`src/bmdvs_defs.svh`:
```
// constants for the buck mode and voltage ramp control
`ifndef BMDVS_DEFS_SVH
`define BMDVS_DEFS_SVH

`define BMDVS_CLK_HZ          100000000
`define BMDVS_OC_FAULT_US     8000
`define BMDVS_OC_FAULT_CYC    ((`BMDVS_OC_FAULT_US * (`BMDVS_CLK_HZ / 1000000)) + 1)
`define BMDVS_SETTLE_US       3000
`define BMDVS_SETTLE_CYC      (`BMDVS_SETTLE_US * (`BMDVS_CLK_HZ / 1000000))
`define BMDVS_LONG_PRESS_MS   4000
`define BMDVS_LONG_PRESS_CYC  ((`BMDVS_LONG_PRESS_MS * (`BMDVS_CLK_HZ / 1000)) + 1)
`define BMDVS_STEP_BASE_NS    2000
`define BMDVS_STEP_BASE_CYC   (`BMDVS_STEP_BASE_NS / (1000000000 / `BMDVS_CLK_HZ))
`define BMDVS_CODE_RESET      4'h8
`define BMDVS_RATE_RESET      2'h1
`define BMDVS_SP_WIDTH        7
`define BMDVS_SP_TOP_BIT      6

`endif

```
`src/bmdvs_pkg.sv`:
```
// types for the buck mode and voltage ramp control
package bmdvs_pkg;

	typedef enum logic [2:0] {
		STYLE_OFF  = 3'h0,
		STYLE_PFM  = 3'h1,
		STYLE_AUTO = 3'h2,
		STYLE_PWM  = 3'h3,
		STYLE_SKIP = 3'h4
	} bmdvs_style_t;

	typedef enum logic [2:0] {
		ST_OFF    = 3'h0,
		ST_START  = 3'h1,
		ST_SETTLE = 3'h2,
		ST_ON     = 3'h3,
		ST_SLEEP  = 3'h4
	} bmdvs_state_t;

	typedef struct packed {
		logic [3:0] styleCode;
		logic       sleepRetain;
		logic [1:0] rampRate;
		logic [6:0] normalSp;
		logic [6:0] standbySp;
		logic [6:0] sleepSp;
		logic [6:0] defaultSp;
	} bmdvs_cfg_t;

	typedef struct packed {
		bmdvs_style_t style;
		logic [6:0]   setpoint;
		logic         discharge;
		logic         ramping;
		logic         regulating;
	} bmdvs_out_t;

endpackage

```
`src/bmdvs_buck_control.sv`:
```
// mode, set point and voltage ramp control for one buck regulator
`timescale 1ns/1ps
`include "bmdvs_defs.svh"
// ----------------------------------------------------------------
// How it works
// - overcurrent limits current each switching cycle; regulator stays on
// - limit held continuously beyond 8.0 ms raises fault interrupt
// - style changes on code write, standby, sleep, and load in auto
// - off style stops switching and discharges the output
// - auto style follows load between skip and PWM; others stay fixed
// - soft start walks pfm, auto, pwm; 3.0 ms later selected style
// - four-bit code decodes to normal and standby styles
// - standby uses standby set point and style; leaving restores normal
// - normal and standby set points share one code range
// - turn-off with retain bit set enters sleep: sleep set point, pfm
// - turn-off with retain bit clear switches regulator off
// - turn-on from sleep with retain: stays on, goes to normal settings
// - turn-on without retain: start at slot with default settings
// - group one sleep set point six bits, others seven bits
// - normal set point drives output; written changes ramp at rate
// - standby input low picks normal, high picks standby set point
// - standby and sleep transitions ramp at the programmed rate
// - group one: 25 mV step every 2, 4, 8, 16 us; default 01
// - others: top bit set gives 50 mV every 4 to 32 us
// - turn-off: level button low, or switch held low over 4 s
// ----------------------------------------------------------------
module bmdvs_buck_control
	import bmdvs_pkg::*;
#(
	parameter bit GROUP_ONE      = 1'b0,
	parameter int OC_FAULT_CYC   = `BMDVS_OC_FAULT_CYC,
	parameter int SETTLE_CYC     = `BMDVS_SETTLE_CYC,
	parameter int LONG_PRESS_CYC = `BMDVS_LONG_PRESS_CYC
) (
	input  wire logic       clk,
	input  wire logic       rst_n,
	input  bmdvs_cfg_t      cfg,
	input  wire logic       standby,
	input  wire logic       power_button_input,
	input  wire logic       power_button_style,
	input  wire logic       long_press_off_enable,
	input  wire logic       turnOn,
	input  wire logic       startSlot,
	input  wire logic       currentLimit,
	input  wire logic       heavyLoad,
	output bmdvs_out_t      regOut,
	output logic            cycleLimit,
	output logic            ocFault,
	output logic            turnOffEvent,
	output logic            codeReserved
);

	localparam int SP_W = `BMDVS_SP_WIDTH;

	// ------------------------------------------------------------
	// decode and set point selection
	// ------------------------------------------------------------
	bmdvs_style_t normalStyle;
	bmdvs_style_t standbyStyle;
	logic [SP_W-1:0] spMask;
	logic [SP_W-1:0] targetSp;
	logic [SP_W-1:0] level;
	logic            ramping;
	logic            rampLoad;
	logic [SP_W-1:0] rampLoadValue;
	logic            wideStep;

	bmdvs_style_decode u_decode (
		.code         (cfg.styleCode),
		.normalStyle  (normalStyle),
		.standbyStyle (standbyStyle),
		.reserved     (codeReserved)
	);

	bmdvs_state_t state_q;

	// group one set points are six bits wide
	assign spMask = GROUP_ONE ? 7'h3f : 7'h7f;

	always_comb begin
		if (state_q == ST_SLEEP) begin
			targetSp = cfg.sleepSp & spMask;
		end else if (standby) begin
			targetSp = cfg.standbySp & spMask;
		end else begin
			targetSp = cfg.normalSp & spMask;
		end
	end

	// wide steps only for the seven-bit group, keyed on target top bit
	assign wideStep = !GROUP_ONE && targetSp[`BMDVS_SP_TOP_BIT];

	bmdvs_ramp #(
		.SP_W     (SP_W),
		.BASE_CYC (`BMDVS_STEP_BASE_CYC)
	) u_ramp (
		.clk       (clk),
		.rst_n     (rst_n),
		.load      (rampLoad),
		.loadValue (rampLoadValue),
		.target    (targetSp),
		.rate      (cfg.rampRate),
		.wideStep  (wideStep),
		.level     (level),
		.ramping   (ramping)
	);

	// ------------------------------------------------------------
	// power button turn-off detection
	// ------------------------------------------------------------
	logic [31:0] press_q;
	logic        longPress;
	logic        buttonLow_q;
	logic        levelOff;

	always_ff @(posedge clk) begin
		if (!rst_n) begin
			press_q <= '0;
		end else if (power_button_input) begin
			press_q <= '0;
		end else if (press_q != 32'(LONG_PRESS_CYC)) begin
			press_q <= press_q + 32'h1;
		end
	end

	always_ff @(posedge clk) begin
		if (!rst_n) begin
			buttonLow_q <= 1'b0;
		end else begin
			buttonLow_q <= !power_button_input;
		end
	end

	assign longPress = (press_q == 32'(LONG_PRESS_CYC) - 32'h1);
	assign levelOff  = !power_button_style && !power_button_input && !buttonLow_q;
	assign turnOffEvent = levelOff
		|| (power_button_style && long_press_off_enable && longPress);

	// ------------------------------------------------------------
	// regulator state machine
	// ------------------------------------------------------------
	logic [31:0] settle_q;
	logic        settled;

	assign settled = (settle_q == 32'(SETTLE_CYC));

	always_ff @(posedge clk) begin
		if (!rst_n) begin
			state_q <= ST_START;
		end else begin
			case (state_q)
				ST_OFF: begin
					if (turnOn && startSlot) begin
						state_q <= ST_START;
					end
				end
				ST_START: begin
					if (turnOffEvent) begin
						state_q <= cfg.sleepRetain ? ST_SLEEP : ST_OFF;
					end else if (!ramping) begin
						state_q <= ST_SETTLE;
					end
				end
				ST_SETTLE: begin
					if (turnOffEvent) begin
						state_q <= cfg.sleepRetain ? ST_SLEEP : ST_OFF;
					end else if (settled) begin
						state_q <= ST_ON;
					end
				end
				ST_ON: begin
					if (turnOffEvent && cfg.sleepRetain) begin
						state_q <= ST_SLEEP;
					end else if (turnOffEvent) begin
						state_q <= ST_OFF;
					end
				end
				ST_SLEEP: begin
					if (turnOn) begin
						state_q <= ST_ON;
					end
				end
				default: begin
					state_q <= ST_OFF;
				end
			endcase
		end
	end

	always_ff @(posedge clk) begin
		if (!rst_n) begin
			settle_q <= '0;
		end else if (state_q != ST_SETTLE) begin
			settle_q <= '0;
		end else if (!settled) begin
			settle_q <= settle_q + 32'h1;
		end
	end

	// starting up from off reloads the default level; sleep exit does not
	assign rampLoad      = (state_q == ST_OFF);
	assign rampLoadValue = cfg.defaultSp & spMask;

	// ------------------------------------------------------------
	// switching style selection
	// ------------------------------------------------------------
	bmdvs_style_t style;
	logic [1:0]   startPhase;

	// soft start walks the three styles: pfm below half the target, auto until the target is reached, then pwm
	assign startPhase = (level < (targetSp >> 1)) ? 2'h0 : (ramping ? 2'h1 : 2'h2);

	always_comb begin
		case (state_q)
			ST_OFF: begin
				style = STYLE_OFF;
			end
			ST_START, ST_SETTLE: begin
				if (state_q == ST_SETTLE || startPhase == 2'h2) begin
					style = STYLE_PWM;
				end else if (startPhase == 2'h1) begin
					style = STYLE_AUTO;
				end else begin
					style = STYLE_PFM;
				end
			end
			ST_SLEEP: begin
				style = STYLE_PFM;
			end
			ST_ON: begin
				style = standby ? standbyStyle : normalStyle;
			end
			default: begin
				style = STYLE_OFF;
			end
		endcase
	end

	// ------------------------------------------------------------
	// output stage and overcurrent timing
	// ------------------------------------------------------------
	bmdvs_style_t effStyle;
	logic [31:0]  oc_q;

	always_comb begin
		effStyle = style;
		if (style == STYLE_AUTO) begin
			effStyle = heavyLoad ? STYLE_PWM : STYLE_SKIP;
		end
	end

	always_ff @(posedge clk) begin
		if (!rst_n) begin
			regOut <= '{STYLE_OFF, 7'h00, 1'b1, 1'b0, 1'b0};
		end else begin
			regOut.style      <= effStyle;
			regOut.setpoint   <= level;
			regOut.discharge  <= (effStyle == STYLE_OFF);
			regOut.ramping    <= ramping;
			regOut.regulating <= (effStyle != STYLE_OFF);
		end
	end

	// limit is applied per switching cycle, regulator never shut down
	assign cycleLimit = currentLimit && (effStyle != STYLE_OFF);

	always_ff @(posedge clk) begin
		if (!rst_n) begin
			oc_q <= '0;
		end else if (!cycleLimit) begin
			oc_q <= '0;
		end else if (oc_q != 32'(OC_FAULT_CYC)) begin
			oc_q <= oc_q + 32'h1;
		end
	end

	always_ff @(posedge clk) begin
		if (!rst_n) begin
			ocFault <= 1'b0;
		end else begin
			ocFault <= (oc_q == 32'(OC_FAULT_CYC) - 32'h1);
		end
	end

endmodule

```
`src/bmdvs_ramp.sv`:
```
// moves a set point one code per interval toward its target
`timescale 1ns/1ps
module bmdvs_ramp
	import bmdvs_pkg::*;
#(
	parameter int SP_W     = 7,
	parameter int BASE_CYC = 200
) (
	input  wire logic            clk,
	input  wire logic            rst_n,
	input  wire logic            load,
	input  wire logic [SP_W-1:0] loadValue,
	input  wire logic [SP_W-1:0] target,
	input  wire logic [1:0]      rate,
	input  wire logic            wideStep,
	output logic      [SP_W-1:0] level,
	output logic                 ramping
);

	localparam int CNT_W = 14;

	logic [SP_W-1:0]  level_q;
	logic [CNT_W-1:0] tick_q;
	logic [CNT_W-1:0] interval;

	// interval doubles per rate code; wide steps double again
	always_comb begin
		interval = CNT_W'(BASE_CYC) << ({1'b0, rate} + {2'b00, wideStep});
	end

	assign ramping = (level_q != target);
	assign level   = level_q;

	always_ff @(posedge clk) begin
		if (!rst_n) begin
			tick_q <= '0;
		end else if (load || !ramping || tick_q == interval - CNT_W'(1)) begin
			tick_q <= '0;
		end else begin
			tick_q <= tick_q + CNT_W'(1);
		end
	end

	always_ff @(posedge clk) begin
		if (!rst_n) begin
			level_q <= '0;
		end else if (load) begin
			level_q <= loadValue;
		end else if (ramping && tick_q == interval - CNT_W'(1)) begin
			if (level_q < target) begin
				level_q <= level_q + SP_W'(1);
			end else begin
				level_q <= level_q - SP_W'(1);
			end
		end
	end

endmodule

```
`src/bmdvs_style_decode.sv`:
```
// decodes a four-bit style code into normal and standby styles
`timescale 1ns/1ps
module bmdvs_style_decode
	import bmdvs_pkg::*;
(
	input  wire logic [3:0] code,
	output bmdvs_style_t    normalStyle,
	output bmdvs_style_t    standbyStyle,
	output logic            reserved
);

	always_comb begin
		reserved = 1'b0;
		case (code)
			4'h0: begin normalStyle = STYLE_OFF;  standbyStyle = STYLE_OFF;  end
			4'h1: begin normalStyle = STYLE_PWM;  standbyStyle = STYLE_OFF;  end
			4'h3: begin normalStyle = STYLE_PFM;  standbyStyle = STYLE_OFF;  end
			4'h4: begin normalStyle = STYLE_AUTO; standbyStyle = STYLE_OFF;  end
			4'h5: begin normalStyle = STYLE_PWM;  standbyStyle = STYLE_PWM;  end
			4'h6: begin normalStyle = STYLE_PWM;  standbyStyle = STYLE_AUTO; end
			4'h8: begin normalStyle = STYLE_AUTO; standbyStyle = STYLE_AUTO; end
			4'hc: begin normalStyle = STYLE_AUTO; standbyStyle = STYLE_PFM;  end
			4'hd: begin normalStyle = STYLE_PWM;  standbyStyle = STYLE_PFM;  end
			default: begin
				normalStyle  = STYLE_OFF;
				standbyStyle = STYLE_OFF;
				reserved     = 1'b1;
			end
		endcase
	end

endmodule
```
`config.mk`:
```
export PLATFORM = sky130hd
export DESIGN_NAME = bmdvs_buck_control
export DESIGN_NICKNAME = d
export VERILOG_FILES = /design/src/bmdvs_pkg.sv /design/src/bmdvs_buck_control.sv /design/src/bmdvs_ramp.sv /design/src/bmdvs_style_decode.sv
export VERILOG_INCLUDE_DIRS = /design/src
export SDC_FILE = /design/constraint.sdc
export NUM_CORES = 1
export LEC_CHECK = 0
export BUFFER_PORTS_ARGS = -buffer_cell sky130_fd_sc_hd__buf_2
export CAP_MARGIN = 10
export CORE_MARGIN = 1
export CORE_UTILIZATION = 53
export DETAILED_ROUTE_END_ITERATION = 12
export PLACE_DENSITY_LB_ADDON = 0.2
export SYNTH_ARGS = -nofsm -noshare
export SYNTH_HDL_FRONTEND = slang
export SYNTH_SLANG_ARGS = --single-unit
```
`constraint.sdc`:
```
create_clock -name clk -period 5.8 [get_ports clk]
set_clock_uncertainty 0.05 [all_clocks]
set_input_delay 0 -clock clk [delete_from_list [all_inputs] [get_ports clk]]
set_output_delay 0 -clock clk [all_outputs]
set_load 0.005 [all_outputs]
```
=== Word-level counts from Yosys, hierarchy flattened ===
Index checks and enable logic that the tools add are counted.

* Register bits after elaboration: 135
* Input port bits: 45
* Output and inout bits: 17
* Word-level logic and storage cells: 111

* $add $sub $neg: 8
* Magnitude comparators: 2
* Equal/unequal tests: 28
* Shifts and indexed selects: 1
* Muxes and demuxes: 26
* Bitwise operators: 1
* Reduce and logical (&&, ||, !) cells: 32

{| class="wikitable"
|+ Operator list
! kind !! number
|-
| 32-bit by 1-bit adder with 32-bit output (second input constant) || 3
|-
| 3-bit 2-to-1 mux || 12
|-
| 7-bit 2-to-1 mux || 5
|-
| 32-bit by 19-bit equality test with 1-bit output (second input constant) || 1
|-
| 32-bit by 20-bit equality test with 1-bit output (second input constant) || 1
|-
| 32-bit by 29-bit equality test with 1-bit output (second input constant) || 1
|-
| 32-bit by 20-bit != test with 1-bit output (second input constant) || 1
|-
| 32-bit by 29-bit != test with 1-bit output (second input constant) || 1
|-
| 3-bit case mux with 5 select lines || 1
|-
| 14-bit by 1-bit adder with 14-bit output (second input constant) || 1
|-
| 14-bit equality test || 1
|-
| 8-bit by 3-bit left shift with 14-bit output (first input constant) || 1
|-
| 14-bit by 1-bit subtractor with 14-bit output (second input constant) || 1
|-
| 4-bit by 3-bit equality test with 1-bit output (second input constant) || 3
|-
| 4-bit equality test (second input constant) || 3
|-
| 2-bit case mux with 3 select lines || 2
|-
| 2-bit OR reduction || 6
|-
| 3-bit by 2-bit equality test with 1-bit output (second input constant) || 3
|-
| 3-bit != test (second input constant) || 3
|-
| 3-bit case mux with 3 select lines || 1
|-
| 9-bit OR reduction || 1
|-
| 1-bit logical AND || 8
|-
| 2-bit 2-to-1 mux || 4
|-
| 7-bit by 1-bit adder with 7-bit output (second input constant) || 1
|-
| other kinds (25) || 33
|}

=== Depth between registers and ports, before layout ===
* Depth after elaboration: 14
* Depth in mapped cells: 22
* Mapped depth without buffers: 20

=== Cells and area by module ===
Synthesis repeated with hierarchy kept, for this count alone.

* Cells, all modules: 916
* Area, all modules: 7771.2 µm²

{| class="wikitable"
|+ Modules (own cells, without submodules)
! module !! instances !! cells each !! area each (µm²) !! seq. area each (µm²)
|-
| bmdvs_buck_control || 1 || 655 || 5584.1 || 2282.2
|-
| bmdvs_ramp || 1 || 242 || 2048.2 || 420.4
|-
| bmdvs_style_decode || 1 || 19 || 138.9 || 0.0
|}

=== Least setup slack after synthesis ===
Ideal clock, no wire load.

* Kind: register to register
* Start: register state_q[2]
* End: register u_ramp.level_q[6], in the netlist u_ramp.level[6]
* Setup time: 0.079 ns
* Data arrival time: 4.444 ns
* Required time: 5.671 ns
* Path slack: 1.227 ns
* Stages on the path, launching flop included: 21
* Path buffers: 2
* Clock period less this slack: 4.573 ns
* Cells stage by stage: dfxtp_1 buf_6 or3b_1 buf_6 mux2i_2 ha_1 a21oi_1 maj3_1 o21ai_2 and2_1 maj3_1 a21o_1 fa_1 a21o_1 a21oi_1 o21ai_0 or4_1 o311a_1 nand4_1 mux2_1 o211ai_1

* Cells in the longest elaborated chain, start to end: 8
* Elaborated cells on any way between the ends: 14
* Those cells by class: add/sub: 2; order compare: 1; eq/ne: 3; shift: 1; mux: 4; reduce/logical: 3

{| class="wikitable"
|+ RTL lines
! what !! RTL line !! source
|-
| start, declared || bmdvs_buck_control.sv:75 || <nowiki>bmdvs_state_t state_q;</nowiki>
|-
| start signal, assigned || bmdvs_buck_control.sv:159 || <nowiki>state_q <= cfg.sleepRetain ? ST_SLEEP : ST_OFF;</nowiki>
|-
| start signal, assigned || bmdvs_buck_control.sv:166 || <nowiki>state_q <= cfg.sleepRetain ? ST_SLEEP : ST_OFF;</nowiki>
|-
| 3-bit equality test || bmdvs_buck_control.sv:81 || <nowiki>if (state_q == ST_SLEEP) begin</nowiki>
|-
| 7-bit 2-to-1 mux || bmdvs_buck_control.sv:81 ||
|-
| 2-bit by 1-bit adder with 3-bit output || bmdvs_ramp.sv:28 || <nowiki>interval = CNT_W'(BASE_CYC) << ({1'b0, rate} + {2'b00, wideStep});</nowiki>
|-
| 8-bit by 3-bit left shift with 14-bit output || bmdvs_ramp.sv:28 ||
|-
| 14-bit by 1-bit subtractor with 14-bit output || bmdvs_ramp.sv:49 || <nowiki>end else if (ramping && tick_q == interval - CNT_W'(1)) begin</nowiki>
|-
| 14-bit equality test || bmdvs_ramp.sv:49 ||
|-
| 1-bit logical AND || bmdvs_ramp.sv:49 ||
|-
| 2-bit nonzero test (no line) || -- ||
|-
| end signal, assigned || bmdvs_ramp.sv:48 || <nowiki>level_q <= loadValue;</nowiki>
|-
| end signal, assigned || bmdvs_ramp.sv:51 || <nowiki>level_q <= level_q + SP_W'(1);</nowiki>
|-
| end signal, assigned || bmdvs_ramp.sv:53 || <nowiki>level_q <= level_q - SP_W'(1);</nowiki>
|-
| end, declared || bmdvs_ramp.sv:22 || <nowiki>logic [SP_W-1:0] level_q;</nowiki>
|}

Parallel ways exist; a longest one is shown, timed or not. The select of a mux whose other input is x is not followed.
A chain may end at the register's enable or synchronous reset.

=== Worst setup path after layout ===
* Start: register state_q[2]
* End: register u_ramp.level_q[2], in the netlist u_ramp.level[2]

Same word-level chain as after synthesis.

==> results.sh <==
export IMPL_tritoncts_num_buffers=17
export IMPL_area_of_the_mapped_netlist_sq_um=7180
export IMPL_synth_warning_count=0
export IMPL_timing_rr_end="u_ramp.level[2]"
export IMPL_final_min_clock_period_ns=5.34
export IMPL_grt_pass1_wl_mm=24.5
export IMPL_synth_edf_count=0
export IMPL_core_area_sq_um=13200
export IMPL_pre_cts_ws_ns=0.773
export IMPL_async_flop_share_pct=0
export IMPL_synth_main_ff_cell="sky130_fd_sc_hd__dfxtp_1"
export IMPL_fin_nets=1013
export IMPL_worst_ep_required_time_ns=6.06
export IMPL_crit_path_start_kind="register"
export IMPL_rrSetupSlack_ns=0.46
export IMPL_summed_negative_setup_slack_over_all_endpoints_ns=0
export IMPL_postSynthNetCount=935
export IMPL_cellPowerDensity_nw_per_um2=289
export IMPL_avgRoutedWirePerCell_microns=12.9
export IMPL_overall_global_routing_resource_usage_pct=21.7
export IMPL_timing_final_max_slew_violations=0
export IMPL_grt_start_max_net_pins=34
export IMPL_timing_max_slew_rel_slack_pct=29.1
export IMPL_cts_tree="yes"
export IMPL_layout_area_overhead_vs_synth_pct=18.3
export IMPL_power_static_leakage_uw=0.00324
export IMPL_synth_seq_area_share_pct=37.6
export IMPL_setup_worst_path_end_class="register"
export IMPL_timing_critical_path_from="state_q[2]"
export IMPL_timing_hold_worst_class="input port to register"
export IMPL_number_of_maximum_capacitance_violations=0
export IMPL_finalHoldViolations=0
export IMPL_worst_endpoint_arrival_ns=5.60
export IMPL_netlist_top_cells_area="sky130_fd_sc_hd__dfxtp_1 (38%), sky130_fd_sc_hd__xor2_1 (7.9%), sky130_fd_sc_hd__nor2_1 (7.6%)"
export IMPL_cts_htree_levels=4
export IMPL_status="complete, no violations"
export IMPL_wirelength_mm=14.5
export IMPL_number_of_cells_on_the_worst_reg_to_reg_path=19
export IMPL_floorplan_initialDensity_pct=54.2
export IMPL_clock_path_buffers=2
export IMPL_design_die_area_sq_um=14000
export IMPL_setup_worst_path_end="u_ramp.level[2]"
export IMPL_critical_path_reg2reg_startpoint="state_q[2]"
export IMPL_netlist_area_leader_share_pct=37.6
export IMPL_timing_final_crit_share_pct=92.1
export IMPL_crit_type="register to register"
export IMPL_worstSkewPairLatency_ns=0.42
export IMPL_synth_cell_type_count=64
export IMPL_gp_congestion=0.844
export IMPL_number_of_endpoints_failing_setup_at_the_final_stage=0
export IMPL_design_portCount=62
export IMPL_cts_reportedPaths_clkPinSlew_ns=0.06
export IMPL_vdd_drop_max_uv=255
export IMPL_synth_area_leader_cell="sky130_fd_sc_hd__dfxtp_1"
export IMPL_port_buffer_count=61
export IMPL_antenna_violations_before_repair=0
export IMPL_grt_overflow=0
export IMPL_clockRootBuffer="sky130_fd_sc_hd__clkbuf_16"
export IMPL_path_max_fanout=10
export IMPL_routed_via_count=5855
export IMPL_final_hpwl_dp_mm=10.2
export IMPL_dr_first_iter_drc_count=361
export IMPL_via_per_inst=5.20
export IMPL_setup_ws_ns=0.456
export IMPL_worst_pin_slew_ns=1.06
export IMPL_postSynthCellCount=859
export IMPL_die_y_microns=118
export IMPL_finalHoldWorstSlack_ns=0.0264
export IMPL_drt_first_pass_iters=4
export IMPL_register_bit_total_from_synthesis=135
export IMPL_cell_row_count=42
export IMPL_maxClockFrequency_mhz=187
export IMPL_antenna_cells=0
export IMPL_grt_setup_unrepaired="no"
export IMPL_share_of_layout_cells_above_drive_strength_1_pct=11.8
export IMPL_fp_dieW_microns=118
export IMPL_drcViolationCount=0
export IMPL_drtAntennaViolNets=0
export IMPL_cts_sink_count=135
export IMPL_via_count_of_the_first_global_routing_pass=5279
export IMPL_syn_mean_instance_area_sq_um=8.36
[layout make-up]
cell class / instances / area, sq um
clock buffers: 20 / 457
clock inverters: 12 / 221
fillers: 1170 / 4750
inverters: 35 / 131
multi-input cells: 665 / 4240
flip-flops and latches: 135 / 2700
well taps: 176 / 220
repair buffers: 83 / 520
[power breakdown]
group	internal [uW]	total, uW	switching (uW)
registers	945	964	18.0
clock network	828	1230	398
logic	123	267	144
total	1900	2460	560
[cells in the mapped netlist, types with 5 or more instances]
library cell               instances
sky130_fd_sc_hd__a21o_1            5
sky130_fd_sc_hd__a21oi_1          35
sky130_fd_sc_hd__and2_1           18
sky130_fd_sc_hd__and3_1           17
sky130_fd_sc_hd__clkbuf_1         18
sky130_fd_sc_hd__dfxtp_1         135
sky130_fd_sc_hd__ha_1             29
sky130_fd_sc_hd__inv_1            35
sky130_fd_sc_hd__mux2_2            5
sky130_fd_sc_hd__mux2i_1          12
sky130_fd_sc_hd__nand2_1          70
sky130_fd_sc_hd__nand2b_1         10
sky130_fd_sc_hd__nand3_1          41
sky130_fd_sc_hd__nand4_1          22
sky130_fd_sc_hd__nor2_1          145
sky130_fd_sc_hd__nor2b_1           9
sky130_fd_sc_hd__nor3_1           15
sky130_fd_sc_hd__nor4_1           18
sky130_fd_sc_hd__o211ai_1          5
sky130_fd_sc_hd__o21ai_0          26
sky130_fd_sc_hd__or3_1            14
sky130_fd_sc_hd__xnor2_1          50
sky130_fd_sc_hd__xor2_1           65
[per-stage QoR]
stage / std cells / util (%) / power [uW] / area, sq um
floorplan: 859 / - / 1170 / 7180
global placement: 1074 / 57.5 / 1230 / 7610
detailed placement: 1074 / 57.5 / 1240 / 7610
CTS: 1126 / 64.1 / 2480 / 8490
global route: 1126 / 64.1 / 2550 / 8490
finish: 1126 / 64.1 / 2460 / 8490
[sequential cells by signal, summed over array words and instances, names as in the netlist]
signal         cells
state_q            3
ocFault            1
u_ramp.level       7
oc_q              32
buttonLow_q        1
settle_q          32
regOut            13
u_ramp.tick_q     14
press_q           32
[worst max-delay path, cell delays in order, from the launching register on]
cell and delay [ns]:
sky130_fd_sc_hd__dfxtp_1 0.49, sky130_fd_sc_hd__inv_1 0.13, sky130_fd_sc_hd__nor3_2 0.29, sky130_fd_sc_hd__nor2_1 0.10, sky130_fd_sc_hd__a21oi_1 0.28, sky130_fd_sc_hd__inv_1 0.10
sky130_fd_sc_hd__ha_1 0.23, sky130_fd_sc_hd__ha_1 0.40, sky130_fd_sc_hd__inv_1 0.15, sky130_fd_sc_hd__ha_1 0.28, sky130_fd_sc_hd__nand2b_1 0.09, sky130_fd_sc_hd__ha_1 0.31
sky130_fd_sc_hd__xor2_1 0.15, sky130_fd_sc_hd__o2111ai_1 0.11, sky130_fd_sc_hd__or3_1 0.38, sky130_fd_sc_hd__a2111oi_2 0.49, sky130_fd_sc_hd__nand3_2 0.30, sky130_fd_sc_hd__mux2i_1 0.23
sky130_fd_sc_hd__o22ai_1 0.10, sky130_fd_sc_hd__dlygate4sd3_1 0.58
[how the worst min path moves through the flow]
stage / to / start / slack, ns / depth (start not counted)
2_1_floorplan: cycleLimit / currentLimit / 0.07 / 1
3_3_place_gp: u_ramp.level[2] / cfg[2] / 0.23 / 3
3_5_place_dp: u_ramp.level[3] / cfg[3] / 0.24 / 3
4_1_cts: regOut[3] / rst_n / 0.007 / 2
5_1_grt: regOut[5] / rst_n / 0.02 / 2
6_report: regOut[3] / rst_n / 0.03 / 2
[placed cells by master (no fill, tap or decap), types with 22 or more instances in the layout]
cell                        n
sky130_fd_sc_hd__a21oi_1   35
sky130_fd_sc_hd__buf_2     61
sky130_fd_sc_hd__dfxtp_1  135
sky130_fd_sc_hd__ha_1      29
sky130_fd_sc_hd__inv_1     35
sky130_fd_sc_hd__nand2_1   70
sky130_fd_sc_hd__nand3_1   41
sky130_fd_sc_hd__nand4_1   22
sky130_fd_sc_hd__nor2_1   145
sky130_fd_sc_hd__o21ai_0   26
sky130_fd_sc_hd__xnor2_1   50
sky130_fd_sc_hd__xor2_1    65
[routing by layer]
| layer | wire length [microns] | GRT usage, % |
|---|---|---|
| met5 | 0 | 0 |
| met2 | 6520 | 33.9 |
| met1 | 7210 | 29.3 |
| met4 | 168 | 6.41 |
| met3 | 592 | 5.84 |
[logic make-up after synthesis]
group,share of synthesized area [%]
adder cells (fa/ha/maj),6.34
XOR/XNOR,14.0
AND/OR/NAND/NOR,26.9
buffers and inverters,3.35
flip-flops,37.6
AO/OA/AOI/OAI,8.37
multiplexers,3.33
[what timing repair did]
action                                  4_1_cts  5_1_grt
gates resized for setup                       0        1
hold endpoints to repair                     11        0
hold buffers                                 20        0
endpoints found under the setup margin        0        1
setup buffers                                 0        0
Note: power is estimated with default switching activity, not from simulation.
